==> src/logic/acr_pkg.sv <==
/*
  Constants shared by the serial configuration register bank: register
  offsets, field positions, reset value, power-state codes and timing.
  Assumes a single 250 MHz core clock.
*/
package acr_pkg;
  localparam int NREG = 19;
  localparam int IDXW = 5;
  localparam logic [7:0] RESET_VAL = 8'h00;
  localparam logic [7:0] REG_OFS [NREG] = '{
    8'h00, 8'h20, 8'h3F, 8'h40, 8'h41, 8'h44, 8'h50, 8'h51, 8'h52, 8'h53,
    8'h55, 8'h57, 8'h62, 8'h63, 8'h66, 8'h68, 8'h6A, 8'h75, 8'h76};
  // entry numbers of the registers whose fields steer this block
  localparam int IDX_RESET = 0;
  localparam int IDX_LOWRATE = 1;
  localparam int IDX_REFSTBY = 2;
  localparam int IDX_PSTATE = 3;
  localparam int IDX_OUTIF = 4;
  localparam int NCTL = 5;
  // field positions
  localparam int SRST_BIT = 7;
  localparam int READOUT_BIT = 0;
  localparam int LOWRATE_BIT = 2;
  localparam int REF_HI = 6;
  localparam int REF_LO = 5;
  localparam int STBY_BIT = 1;
  localparam int PSTATE_HI = 3;
  localparam int OUTIF_LVDS_BIT = 7;
  localparam logic [1:0] REF_EXT = 2'h3;
  // power-state codes
  localparam logic [3:0] PS_STRAP = 4'h0;
  localparam logic [3:0] PS_NORMAL = 4'h8;
  localparam logic [3:0] PS_BUF_B_OFF = 4'h9;
  localparam logic [3:0] PS_BUF_A_OFF = 4'hA;
  localparam logic [3:0] PS_BUF_AB_OFF = 4'hB;
  localparam logic [3:0] PS_GLOBAL_PD = 4'hC;
  localparam logic [3:0] PS_STBY_B = 4'hD;
  localparam logic [3:0] PS_STBY_A = 4'hE;
  localparam logic [3:0] PS_MUX = 4'hF;
  // strap codes, pin one in the top bit
  localparam logic [2:0] ST_GLOBAL_PD = 3'h4;
  localparam logic [2:0] ST_STBY_B = 3'h5;
  localparam logic [2:0] ST_STBY_A = 3'h6;
  localparam logic [2:0] ST_MUX = 3'h7;
  // serial word
  localparam logic [3:0] ADDR_LAST = 4'h7;
  localparam logic [3:0] WORD_LAST = 4'hF;
  // timing
  localparam int CLK_PERIOD_PS = 4000;
  localparam int RST_PULSE_NS = 10;
  // samples a pulse just over the minimum is sure to show
  localparam int RST_PULSE_CYC = (RST_PULSE_NS * 1000) / CLK_PERIOD_PS;

  // entry number of an address, NREG when unmapped
  function automatic logic [IDXW-1:0] reg_index(input logic [7:0] addr);
    logic [IDXW-1:0] idx;
    idx = IDXW'(NREG);
    for (int i = 0; i < NREG; i++) begin
      if (REG_OFS[i] == addr) begin
        idx = IDXW'(i);
      end
    end
    return idx;
  endfunction
endpackage

==> src/logic/acr_regs_if.sv <==
/*
  Carrier between the serial front end and the register store.
  Assumes both ends run on the same core clock.
*/
`timescale 1ns/1ps
interface acr_regs_if;
  logic we;
  logic clr;
  logic [acr_pkg::IDXW-1:0] widx;
  logic [7:0] wdata;
  logic [acr_pkg::IDXW-1:0] ridx;
  logic [7:0] rdata;
  logic [acr_pkg::NCTL-1:0][7:0] ctl;
  modport ctrl (output we, clr, widx, wdata, ridx, input rdata, ctl);
  modport store (input we, clr, widx, wdata, ridx, output rdata, ctl);
endinterface

==> src/logic/acr_reg_store.sv <==
/*
  Register store: one byte per mapped register, cleared together,
  registered read port, and the control registers exposed directly.
  Assumes the index of an unmapped address equals NREG.
*/
`timescale 1ns/1ps
module acr_reg_store (
  // clock and reset
  input wire logic mclk,
  input wire logic rst_b,
  // access
  acr_regs_if.store rif
);
  logic [7:0] mem_r [acr_pkg::NREG];

  for (genvar i = 0; i < acr_pkg::NREG; i++) begin : g_ent
    always_ff @(posedge mclk or negedge rst_b) begin
      if (!rst_b) begin
        mem_r[i] <= acr_pkg::RESET_VAL;
      end else if (rif.clr) begin
        mem_r[i] <= acr_pkg::RESET_VAL;
      end else if (rif.we && rif.widx == acr_pkg::IDXW'(i)) begin
        mem_r[i] <= rif.wdata;
      end
    end
  end

  for (genvar k = 0; k < acr_pkg::NCTL; k++) begin : g_ctl
    assign rif.ctl[k] = mem_r[k];
  end

  always_ff @(posedge mclk or negedge rst_b) begin
    if (!rst_b) begin
      rif.rdata <= 8'h00;
    end else if (rif.ridx < acr_pkg::IDXW'(acr_pkg::NREG)) begin
      rif.rdata <= mem_r[rif.ridx];
    end else begin
      rif.rdata <= 8'h00;
    end
  end
endmodule

==> src/logic/acr_serial_cfg.sv <==
/*
  Serial configuration register bank of a dual-channel converter: three-
  wire port with readback, pin and software reset, and decode of the
  reference, standby and power-state controls.
  Assumes asynchronous pins, sampled by the 250 MHz core clock.
*/
// Behaviour
// - writing one to bit 7 of address 00h clears all registers, self-clears.
// - readback disabled means the readback pin is driven low.
// - readback enabled means the readback pin carries register read data.
// - bit 2 of 20h selects low-rate operation at 80 MSPS or less.
// - reference field at 3Fh: 00 internal, 11 external.
// - bit 1 of 3Fh puts both channels in standby, buffers stay on.
// - power-state 0000 takes power-down from the three strap pins.
// - power-state 1000 is normal operation, overriding straps.
// - codes 1001/1010/1011 disable output buffers of B, A, both.
// - 1100 global power down, 1101 B standby, 1110 A standby.
// - 1111 interleaves both channels on A bus, CMOS interface only.
// - one write updates every field of that register together.
// - input bit captured on each shift-clock fall while select is low.
// - commit at each 16th fall, several words allowed, leftovers dropped.
// - word is eight address bits then eight data bits.
// - reset pin high over 10 ns clears registers; host then holds low.
`timescale 1ns/1ps
module acr_serial_cfg (
  // clock and reset
  input wire logic mclk,
  input wire logic rst_b,
  // serial port pins
  input wire logic sclk_pin,
  input wire logic port_select_n,
  input wire logic shift_in_pin,
  input wire logic reset_pin,
  output logic readback_out_pin,
  // strap pins
  input wire logic strap_pin_one,
  input wire logic strap_pin_two,
  input wire logic strap_pin_three,
  // converter controls
  output logic low_rate_mode,
  output logic ref_external,
  output logic conv_standby_a,
  output logic conv_standby_b,
  output logic global_power_down,
  output logic out_buf_off_a,
  output logic out_buf_off_b,
  output logic interleaved_output_mode
);
  typedef enum logic [1:0] {PH_IDLE, PH_ADDR, PH_DATA} acr_phase_t;

  localparam int NPIN = 7;
  localparam int P_SCLK = 6;
  localparam int P_SEL = 5;
  localparam int P_SDI = 4;
  localparam int P_RST = 3;
  localparam logic [1:0] RST_LAST = 2'(acr_pkg::RST_PULSE_CYC - 1);

  acr_regs_if rif ();

  acr_reg_store u_store (
    .mclk (mclk),
    .rst_b (rst_b),
    .rif (rif.store)
  );

  // two-stage synchronisers for every pin
  logic [NPIN-1:0] pin_raw;
  logic [NPIN-1:0] sync1_r;
  logic [NPIN-1:0] sync2_r;
  assign pin_raw = {sclk_pin, port_select_n, shift_in_pin, reset_pin,
                    strap_pin_one, strap_pin_two, strap_pin_three};

  for (genvar p = 0; p < NPIN; p++) begin : g_sync
    always_ff @(posedge mclk or negedge rst_b) begin
      if (!rst_b) begin
        sync1_r[p] <= 1'b0;
        sync2_r[p] <= 1'b0;
      end else begin
        sync1_r[p] <= pin_raw[p];
        sync2_r[p] <= sync1_r[p];
      end
    end
  end

  logic sclk_d_r;
  logic sclk_fall;
  logic sel_low;
  logic sdi;
  logic rst_high;
  logic [2:0] straps;
  assign sel_low = !sync2_r[P_SEL];
  assign sdi = sync2_r[P_SDI];
  assign rst_high = sync2_r[P_RST];
  assign straps = sync2_r[2:0];
  assign sclk_fall = sclk_d_r && !sync2_r[P_SCLK];

  always_ff @(posedge mclk or negedge rst_b) begin
    if (!rst_b) begin
      sclk_d_r <= 1'b0;
    end else begin
      sclk_d_r <= sync2_r[P_SCLK];
    end
  end

  // control fields straight from the store
  logic readout_en;
  logic lvds_sel;
  logic [3:0] pstate;
  logic [1:0] ref_sel;
  logic stby_all;
  assign readout_en = rif.ctl[acr_pkg::IDX_RESET][acr_pkg::READOUT_BIT];
  assign lvds_sel = rif.ctl[acr_pkg::IDX_OUTIF][acr_pkg::OUTIF_LVDS_BIT];
  assign pstate = rif.ctl[acr_pkg::IDX_PSTATE][acr_pkg::PSTATE_HI:0];
  assign ref_sel = rif.ctl[acr_pkg::IDX_REFSTBY][acr_pkg::REF_HI:acr_pkg::REF_LO];
  assign stby_all = rif.ctl[acr_pkg::IDX_REFSTBY][acr_pkg::STBY_BIT];

  // serial word framing
  acr_phase_t phase_r;
  logic [3:0] bitcnt_r;
  logic [14:0] shift_r;
  logic shift_en;
  logic addr_done;
  logic word_done;
  logic [7:0] word_addr;
  logic [7:0] word_data;
  logic [7:0] rd_addr;
  logic [acr_pkg::IDXW-1:0] word_idx;
  logic word_hit;
  logic soft_commit;
  assign shift_en = sel_low && sclk_fall && phase_r != PH_IDLE;
  assign addr_done = shift_en && bitcnt_r == acr_pkg::ADDR_LAST;
  assign word_done = shift_en && bitcnt_r == acr_pkg::WORD_LAST;
  assign word_addr = shift_r[14:7];
  assign word_data = {shift_r[6:0], sdi};
  assign rd_addr = {shift_r[6:0], sdi};
  assign word_idx = acr_pkg::reg_index(word_addr);
  assign word_hit = word_idx != acr_pkg::IDXW'(acr_pkg::NREG);
  assign soft_commit = word_done && word_addr == acr_pkg::REG_OFS[0]
                       && word_data[acr_pkg::SRST_BIT];

  always_ff @(posedge mclk or negedge rst_b) begin
    if (!rst_b) begin
      phase_r <= PH_IDLE;
    end else if (!sel_low) begin
      phase_r <= PH_IDLE;
    end else begin
      unique case (phase_r)
        PH_IDLE: phase_r <= PH_ADDR;
        PH_ADDR: if (addr_done) phase_r <= PH_DATA;
        PH_DATA: if (word_done) phase_r <= PH_ADDR;
      endcase
    end
  end

  // partial words are dropped when select rises
  always_ff @(posedge mclk or negedge rst_b) begin
    if (!rst_b) begin
      bitcnt_r <= 4'h0;
      shift_r <= 15'h0000;
    end else if (!sel_low) begin
      bitcnt_r <= 4'h0;
    end else if (shift_en) begin
      bitcnt_r <= bitcnt_r + 4'h1;
      shift_r <= {shift_r[13:0], sdi};
    end
  end

  // write commit and whole-bank clear
  logic [1:0] rcnt_r;
  logic pin_clear;
  assign pin_clear = rst_high && rcnt_r == RST_LAST;

  always_ff @(posedge mclk or negedge rst_b) begin
    if (!rst_b) begin
      rcnt_r <= 2'h0;
    end else if (!rst_high) begin
      rcnt_r <= 2'h0;
    end else if (rcnt_r != RST_LAST) begin
      rcnt_r <= rcnt_r + 2'h1;
    end
  end

  always_ff @(posedge mclk or negedge rst_b) begin
    if (!rst_b) begin
      rif.clr <= 1'b0;
    end else begin
      rif.clr <= soft_commit || pin_clear;
    end
  end

  // with readback on, only address 00h is writable; dummy data written there clears the readback enable
  always_ff @(posedge mclk or negedge rst_b) begin
    if (!rst_b) begin
      rif.we <= 1'b0;
      rif.widx <= '0;
      rif.wdata <= 8'h00;
    end else begin
      rif.we <= word_done && word_hit && !soft_commit
                && (!readout_en || word_addr == acr_pkg::REG_OFS[0]);
      rif.widx <= word_idx;
      rif.wdata <= word_data;
    end
  end

  // readback path
  logic [1:0] rd_load_r;
  logic [7:0] out_shift_r;

  always_ff @(posedge mclk or negedge rst_b) begin
    if (!rst_b) begin
      rif.ridx <= acr_pkg::IDXW'(acr_pkg::NREG);
      rd_load_r <= 2'h0;
    end else begin
      if (addr_done) begin
        rif.ridx <= acr_pkg::reg_index(rd_addr);
      end
      // store read port answers one edge after the index lands
      rd_load_r <= {rd_load_r[0], addr_done};
    end
  end

  always_ff @(posedge mclk or negedge rst_b) begin
    if (!rst_b) begin
      out_shift_r <= 8'h00;
    end else if (rd_load_r[1]) begin
      out_shift_r <= rif.rdata;
    end else if (shift_en && phase_r == PH_DATA) begin
      out_shift_r <= {out_shift_r[6:0], 1'b0};
    end
  end

  always_ff @(posedge mclk or negedge rst_b) begin
    if (!rst_b) begin
      readback_out_pin <= 1'b0;
    end else if (readout_en) begin
      readback_out_pin <= out_shift_r[7];
    end else begin
      readback_out_pin <= 1'b0;
    end
  end

  // converter control decode
  logic stby_a_nxt;
  logic stby_b_nxt;
  logic gpd_nxt;
  logic buf_a_nxt;
  logic buf_b_nxt;
  logic mux_nxt;

  always_comb begin
    stby_a_nxt = stby_all;
    stby_b_nxt = stby_all;
    gpd_nxt = 1'b0;
    buf_a_nxt = 1'b0;
    buf_b_nxt = 1'b0;
    mux_nxt = 1'b0;
    case (pstate)
      acr_pkg::PS_STRAP: begin
        case (straps)
          acr_pkg::ST_GLOBAL_PD: gpd_nxt = 1'b1;
          acr_pkg::ST_STBY_B: stby_b_nxt = 1'b1;
          acr_pkg::ST_STBY_A: stby_a_nxt = 1'b1;
          acr_pkg::ST_MUX: mux_nxt = !lvds_sel;
          default: gpd_nxt = 1'b0;
        endcase
      end
      acr_pkg::PS_NORMAL: gpd_nxt = 1'b0;
      acr_pkg::PS_BUF_B_OFF: buf_b_nxt = 1'b1;
      acr_pkg::PS_BUF_A_OFF: buf_a_nxt = 1'b1;
      acr_pkg::PS_BUF_AB_OFF: begin
        buf_a_nxt = 1'b1;
        buf_b_nxt = 1'b1;
      end
      acr_pkg::PS_GLOBAL_PD: gpd_nxt = 1'b1;
      acr_pkg::PS_STBY_B: stby_b_nxt = 1'b1;
      acr_pkg::PS_STBY_A: stby_a_nxt = 1'b1;
      acr_pkg::PS_MUX: mux_nxt = !lvds_sel;
      default: gpd_nxt = 1'b0;
    endcase
  end

  always_ff @(posedge mclk or negedge rst_b) begin
    if (!rst_b) begin
      low_rate_mode <= 1'b0;
      ref_external <= 1'b0;
      conv_standby_a <= 1'b0;
      conv_standby_b <= 1'b0;
      global_power_down <= 1'b0;
      out_buf_off_a <= 1'b0;
      out_buf_off_b <= 1'b0;
      interleaved_output_mode <= 1'b0;
    end else begin
      low_rate_mode <=
        rif.ctl[acr_pkg::IDX_LOWRATE][acr_pkg::LOWRATE_BIT];
      ref_external <= ref_sel == acr_pkg::REF_EXT;
      conv_standby_a <= stby_a_nxt;
      conv_standby_b <= stby_b_nxt;
      global_power_down <= gpd_nxt;
      out_buf_off_a <= buf_a_nxt;
      out_buf_off_b <= buf_b_nxt;
      interleaved_output_mode <= mux_nxt;
    end
  end

  // checks
  readback_low_a: assert property (@(posedge mclk) disable iff (!rst_b)
    !readout_en |=> !readback_out_pin)
    else $error("readback pin not low while readback disabled");

  readback_data_a: assert property (@(posedge mclk) disable iff (!rst_b)
    readout_en |=> readback_out_pin == $past(out_shift_r[7]))
    else $error("readback pin does not follow read data");

  soft_reset_a: assert property (@(posedge mclk) disable iff (!rst_b)
    soft_commit |=> rif.clr ##1 (rif.ctl == '0 && !rif.we))
    else $error("software reset did not clear the bank");

  word_commit_a: assert property (@(posedge mclk) disable iff (!rst_b)
    rif.we |-> $past(bitcnt_r) == acr_pkg::WORD_LAST
               && $past(shift_en))
    else $error("write committed off the sixteenth fall");

  addr_split_a: assert property (@(posedge mclk) disable iff (!rst_b)
    word_done && word_hit && !readout_en && !soft_commit
    |=> rif.we && rif.widx == $past(word_idx)
        && rif.wdata == $past(word_data))
    else $error("address and data split wrong");

  pin_reset_a: assert property (@(posedge mclk) disable iff (!rst_b)
    rst_high [*2] |=> rif.clr)
    else $error("reset pin pulse did not clear");

  standby_both_a: assert property (@(posedge mclk) disable iff (!rst_b)
    stby_all |=> conv_standby_a && conv_standby_b
                 && !out_buf_off_a && !out_buf_off_b)
    else $error("standby did not reach both channels");

  strap_pd_a: assert property (@(posedge mclk) disable iff (!rst_b)
    pstate == acr_pkg::PS_STRAP && straps == acr_pkg::ST_GLOBAL_PD
    |=> global_power_down)
    else $error("strap power down not followed");

  buf_both_a: assert property (@(posedge mclk) disable iff (!rst_b)
    pstate == acr_pkg::PS_BUF_AB_OFF |=> out_buf_off_a && out_buf_off_b
                                         && !global_power_down)
    else $error("both buffers not disabled");

  mux_cmos_a: assert property (@(posedge mclk) disable iff (!rst_b)
    pstate == acr_pkg::PS_MUX |=> interleaved_output_mode == !$past(lvds_sel))
    else $error("interleave not tied to cmos interface");
endmodule

==> config.mk <==
export PLATFORM = sky130hd
export DESIGN_NAME = acr_serial_cfg
export DESIGN_NICKNAME = d
export VERILOG_FILES = /design/src/logic/acr_pkg.sv /design/src/logic/acr_regs_if.sv /design/src/logic/acr_reg_store.sv /design/src/logic/acr_serial_cfg.sv
export SDC_FILE = /design/constraint.sdc
export NUM_CORES = 1
export LEC_CHECK = 0
export ABC_AREA = 1
export BUFFER_PORTS_ARGS = -buffer_cell sky130_fd_sc_hd__buf_2
export CELL_PAD_IN_SITES_DETAIL_PLACEMENT = 2
export CELL_PAD_IN_SITES_GLOBAL_PLACEMENT = 2
export CORE_ASPECT_RATIO = 1.25
export CORE_MARGIN = 2
export CORE_UTILIZATION = 35
export DETAILED_ROUTE_END_ITERATION = 10
export PLACE_DENSITY_LB_ADDON = 0.05
export SYNTH_ARGS = -nofsm -noshare
export SYNTH_HDL_FRONTEND = slang
export SYNTH_SLANG_ARGS = --single-unit
==> constraint.sdc <==
create_clock -name mclk -period 1.5 [get_ports mclk]
set_input_delay 0 -clock mclk [delete_from_list [all_inputs] [get_ports mclk]]
set_output_delay 0 -clock mclk [all_outputs]
set_load 0.01 [all_outputs]
After elaboration in Yosys (flattened, before gate mapping) --
Cells that the tools add are included.
Word-level totals: register bits after elaboration 237, word-level logic and storage cells 307, output and inout port bits 9, input bits 9
Operators by class: add/sub/neg operators 2, order comparisons 2, equality and inequality tests 76, muxes and demuxes 101, bitwise operators 2, reductions and logical operators 69
Operator list (count):
- $mux 8 | 43
- $eq 7x8->1 const A | 32
- $mux 5 | 38
- $reduce_bool 2->1 | 22
- $bmux 8 s5 | 1
- $eq 5x4->1 const B | 8
- $eq 4x4->1 const B | 8
- $eq 6x8->1 const A | 4
- $logic_and 1x1->1 | 31
- $eq 5x3->1 const B | 4
- $logic_not 8->1 | 2
- $eq 5x5->1 const B | 3
- $eq 3x3->1 const B | 4
- $eq 5x2->1 const B | 2
- $mux 2 | 5
- $mux 4 | 2
- $pmux 1 s2 | 4
- $mux 1 | 7
- $ge 6x6->1 const B | 1
- $ne 3x3->1 const B | 2
- $not 5->6 | 1
- $pmux 2 s3 | 1
- $eq 5x1->1 const B | 1
- $logic_not 1->1 | 5
- other kinds (15) | 21

Depth between registers and ports, before layout --
depth in word-level cells 24, mapped depth 12, depth with buffers taken out 12

Cells and area by module --
Synthesis repeated with hierarchy kept, for this count alone.
Second synthesis, totals: cells, all modules 1463, area total of the unflattened synthesis 11492.3 µm²
Modules (own cells, without submodules):
- acr_reg_store | instances 1, area an instance 8089.0 µm², cells each 1070, sequential area each 4003.8 µm²
- acr_serial_cfg | instances 1, area an instance 3403.3 µm², cells each 393, sequential area each 1930.6 µm²

Worst setup path before layout --
OpenSTA, ideal clock, no wires.
path type register to register, from register rif.ridx[0] in the netlist's numbering, to register u_store.rif.rdata[4], required time 1.383 ns, setup slack -0.080 ns, clock period less this slack 1.580 ns, buffers on the path 2, library setup time 0.117 ns, arrival time 1.463 ns, stages on the path, launching flop included 12, cell sequence dfstp_2 -> buf_4 -> inv_2 -> nand2_4 -> inv_2 -> buf_2 -> a221oi_1 -> nand2_1 -> nand2_1 -> nand2_1 -> nand3_1 -> nand2_1
On the way: word-level cells in the longest chain between the ends 5, elaborated cells on any way between the ends 6, classes of those cells order compare: 1; mux: 4; bitwise: 1
RTL lines:
- from (decl) | RTL line acr_regs_if.sv:11 | logic [acr_pkg::IDXW-1:0] ridx;
- from (signal assigned) | RTL line acr_serial_cfg.sv:211 | rif.ridx <= acr_pkg::IDXW'(acr_pkg::NREG);
- from (signal assigned) | RTL line acr_serial_cfg.sv:215 | rif.ridx <= acr_pkg::reg_index(rd_addr);
- $not 5->6 (implied by the code) | RTL line acr_reg_store.sv:36 | rif.rdata <= mem_r[rif.ridx];
- $bmux 8 s5 | RTL line acr_reg_store.sv:36
- $mux 8 (implied by the code) (2 in series) | RTL line acr_reg_store.sv:36
- $mux 8 * | RTL line acr_reg_store.sv:35 | end else if (rif.ridx < acr_pkg::IDXW'(acr_pkg::NREG)) begin
- to (signal assigned) | RTL line acr_reg_store.sv:36
- to (decl) | RTL line acr_regs_if.sv:15 | modport store (input we, clr, widx, wdata, ridx, output rdata, ctl);
Mark *: on every way between the ends. The rest lies on a longest branch, timed or not. The select of a mux whose other input is x is not followed. A chain may end at the register's enable or synchronous reset.

Worst setup path in the final report --
from register rif.widx[4] in the netlist's numbering, to register u_store.mem_r (netlist bit u_store.rif.ctl[6])
On the way: word-level cells in the longest chain between the ends 3
RTL lines:
- from (decl) | RTL line acr_regs_if.sv:9 | logic [acr_pkg::IDXW-1:0] widx;
- from (signal assigned) | RTL line acr_serial_cfg.sv:200 | rif.widx <= word_idx;
- $logic_not 5->1 | RTL line acr_reg_store.sv:22 | end else if (rif.we && rif.widx == acr_pkg::IDXW'(i)) begin
- $logic_and 1x1->1 | RTL line acr_reg_store.sv:22
- $reduce_bool 2->1 (no source line)
- to (signal, indexed assignment) | RTL line acr_reg_store.sv:19 | mem_r[i] <= acr_pkg::RESET_VAL;
- to (signal, indexed assignment) | RTL line acr_reg_store.sv:21 | mem_r[i] <= acr_pkg::RESET_VAL;
- to (signal, indexed assignment) | RTL line acr_reg_store.sv:23 | mem_r[i] <= rif.wdata;
- to (decl) | RTL line acr_reg_store.sv:14 | logic [7:0] mem_r [acr_pkg::NREG];
Every way passes these cells.

==> summary.txt <==
Run status
  • Status: finished, violations left
  • Failing checks: negative setup slack

Route
  • Vias: 10,800
  • Drc violations: 0
  • Starting DRC count in detailed routing: 681
  • Vias per cell: 5.64
  • Top routing layer in use: met4
  • WL per Instance: 28.9 um
  • Met3 wire length: 2.52 mm
  • Post-Route WL: 55.5 mm
  • Drt first pass iters: 5
  • Antenna Violating Nets Remaining: 0
  • M1 WL: 20.0 mm
  • Met2 wire len: 29.5 mm

Floorplanning
  • Die H: 199 um
  • Ports: 18
  • Std cell rows: 71
  • Full die area: 32,000 um^2
  • Core Area: 30,100 um^2
  • Die Wd: 160 um
  • Initial Util: 35.5%

Worst setup path
  • Critical path required time: 1.93 ns
  • Max Fanout on Critical Path: 6
  • Crit Path Class: reg -> reg
  • Startpoint types: flop
  • CP arrival: 2.42 ns
  • CP peak stage delay: 0.43 ns
  • Reg2reg setup slack: -0.50 ns
  • Crit path capture type: flop
  • Crit-path slowest cell: dfrtp_1
  • Worst path most repeated cell: buf_6
  • Cells along the critical path: nor2_2, inv_2, buf_6, nor3_4, buf_6, nand2_4, nand2_8, inv_1, o21ai_0

Logic synthesis
  • Synth cell types: 44
  • Post-Synthesis Cells: 1,265
  • Register area share after synthesis: 55.5%
  • Post-Syn Area per Cell: 8.45 um^2
  • Post-Syn Nets: 1,276
  • FF+latch count, synth: 237
  • Area of the mapped netlist: 10,700 um^2
  • Most common cell in the netlist: nand2_1
  • Top post-synthesis cells by area: dfrtp_1 (55%), nand2_1 (11%), o21ai_0 (8.9%)
  • Post-synth EDFFs: 0
  • Commonest cells post-synth: nand2_1 (313), dfrtp_1 (234), o21ai_0 (190)
  • Synth warnings: 0
  • Async set-reset flop share out of synthesis: 100%
  • Ys flop type: dfrtp_1
  • Area leader, netlist: dfrtp_1
  • Share of the synthesized area in the top cell type: 54.7%

Timing
  • F_max: 500 MHz
  • Period utilisation layout: 133%
  • Minimum clock period: 2.00 ns
  • Setup WS post-layout: -0.499 ns
  • Endpoints failing setup: 160
  • Slew headroom: 64.5%
  • Worst-margin pin slew: 0.531 ns
  • Final hold violation count: 0
  • Setup TNS: -38.20 ns
  • RSZ-0062 raised after global routing: true
  • Final Max Slew Viols: 0
  • Final Skew: 0.0197 ns

Hold path
  • Hold crit path type: in -> reg

Global routing
  • Global-route wire length before repair: 66.3 mm
  • Largest net degree at the start of global routing: 49
  • Total GRT Usage: 27.4%
  • Vias in the first global route: 11,200
  • Total gr overflow: 0
  • Initial antenna violation count: 0

Placed design
  • Gpl congestion: 0.838
  • Placement-stage worst setup slack: -0.474 ns
  • Detailed Place HPWL: 29.1 mm
  • Post-DP Area: 12,500 um^2
  • Port Buffers: 17

CTS
  • CTS max path bufs: 3
  • Worst skew pair latency: 0.57 ns
  • H-tree depth: 1
  • Clock Pin Slew Worst Setup and Hold Paths: 0.07 ns
  • Num CTS Buffers: 27
  • CTS tree: yes
  • Root Buffer: clkbuf_16
  • TritonCTS Sinks: 237

Power and ir drop
  • Overall power: 22,900 uW
  • P_leak: 0.00785 uW
  • Peak supply drop: 0.855 mV
  • Pwr Density: 1370 nW/um^2

Flow run
  • Number of max-cap violations: 0

Finish
  • Nets: 1,512
  • Diodes inserted: 0
  • Area delta synth->final: 56.0%
  • Share of layout cells above drive strength 1: 48.2%
  • Design area: 16,700 um^2
[where the power goes]
group / total, uW / internal [uW] / switching [uW]
Clock: 7080 / 4130 / 2950
Combinational: 7170 / 2560 / 4610
Sequential: 8660 / 7640 / 1030
Total: 22900 / 14300 / 8590
[kinds of logic (layout without fill, tap and decap cells)]
kind of cell	count (synthesis)	in the layout	share of synthesized area [%]
flip-flops	237	237	55.5
buffers and inverters	213	469	8.12
adder cells (fa/ha/maj)	2	2	0.234
multiplexers	1	1	0.105
AND/OR/NAND/NOR	494	494	19.7
AO/OA/AOI/OAI	317	317	16.2
XOR/XNOR	1	1	0.0819
[registers in the layout, indices dropped and copies added (netlist names), 5 cells and up]
signal             flops
u_store.rif.rdata      8
rif.ridx               5
sync1_r                7
shift_r               15
rif.wdata              8
rif.widx               5
out_shift_r            8
u_store.mem_r        112
u_store.rif.ctl       40
[placed cells by master (no fill, tap or decap), types with 29 or more instances in the layout]
master | netlist | layout
inv_1 | 142 | 112
o21ai_0 | 190 | 71
clkbuf_16 | 0 | 32
nand2_1 | 313 | 146
nand2_4 | 1 | 79
nand2_2 | 9 | 84
buf_6 | 2 | 40
nor2_1 | 78 | 45
buf_12 | 0 | 31
o21ai_1 | 42 | 71
nand3_2 | 0 | 29
o21ai_2 | 0 | 83
dfrtp_1 | 234 | 225
buf_4 | 4 | 140
[final cells by class]
cell class / count / area [um^2]
Inverter: 161 / 717
Timing Repair Buffer: 255 / 2670
Fill cell: 2940 / 13400
Timing Repair inverter: 4 / 37.5
Clock buffer: 43 / 796
Tap cell: 401 / 502
Clock inverter: 6 / 105
Multi-Input combinational cell: 815 / 5910
Sequential cell: 237 / 5950
[worst max-delay path, delay by kind of cell, from the launching register on]
kind / cells / cell delay (ns)
simple gates: 4 / 0.49
flops: 1 / 0.43
buf+inv: 4 / 0.53
compound gates: 1 / 0.37
[layer usage]
layer  track usage, %  vias to the layer above
met1             31.1                     5645
met2             52.2                      381
li1                 -                     4620
met5                0                        -
met4             10.6                        0
met3             3.65                      189
[path summary, 6_finish.rpt]
path                                        from                               to  cells after the start
max                        rif.widx[4]$_DFF_PN0_   u_store.rif.ctl[6]$_DFFE_PN0P_                      9
min                                    reset_pin             sync1_r[3]$_DFF_PN0_                      2
max reg2reg                rif.widx[4]$_DFF_PN0_   u_store.rif.ctl[6]$_DFFE_PN0P_                      9
min reg2reg                 sync1_r[3]$_DFF_PN0_               rst_high$_DFF_PN0_                      0
max in group asynchronous                  rst_b  u_store.rif.ctl[11]$_DFFE_PN0P_                      4
min in group asynchronous                  rst_b         conv_standby_a$_DFF_PN0_                      3
[timing repair]
item	CTS	global route
cloned	4	10
resized for setup	185	592
buffers inserted	33	27
endpoints found under the setup margin	48	198
hold buffers	9	0
pin swaps	51	97
endpoints found under the hold margin	243	0
[per-stage QoR]
stage                     hold WS, ns  util (%)  std cells
after floorplan                -0.296         -       1265
after global routing           0.0943      55.4       1922
after CTS                      0.0583      47.9       1888
after detailed placement      -0.0396      41.6       1793
final                          0.0823      55.4       1922
after global placement        -0.0386      41.6       1793
Note: power is estimated with default switching activity, not from simulation.
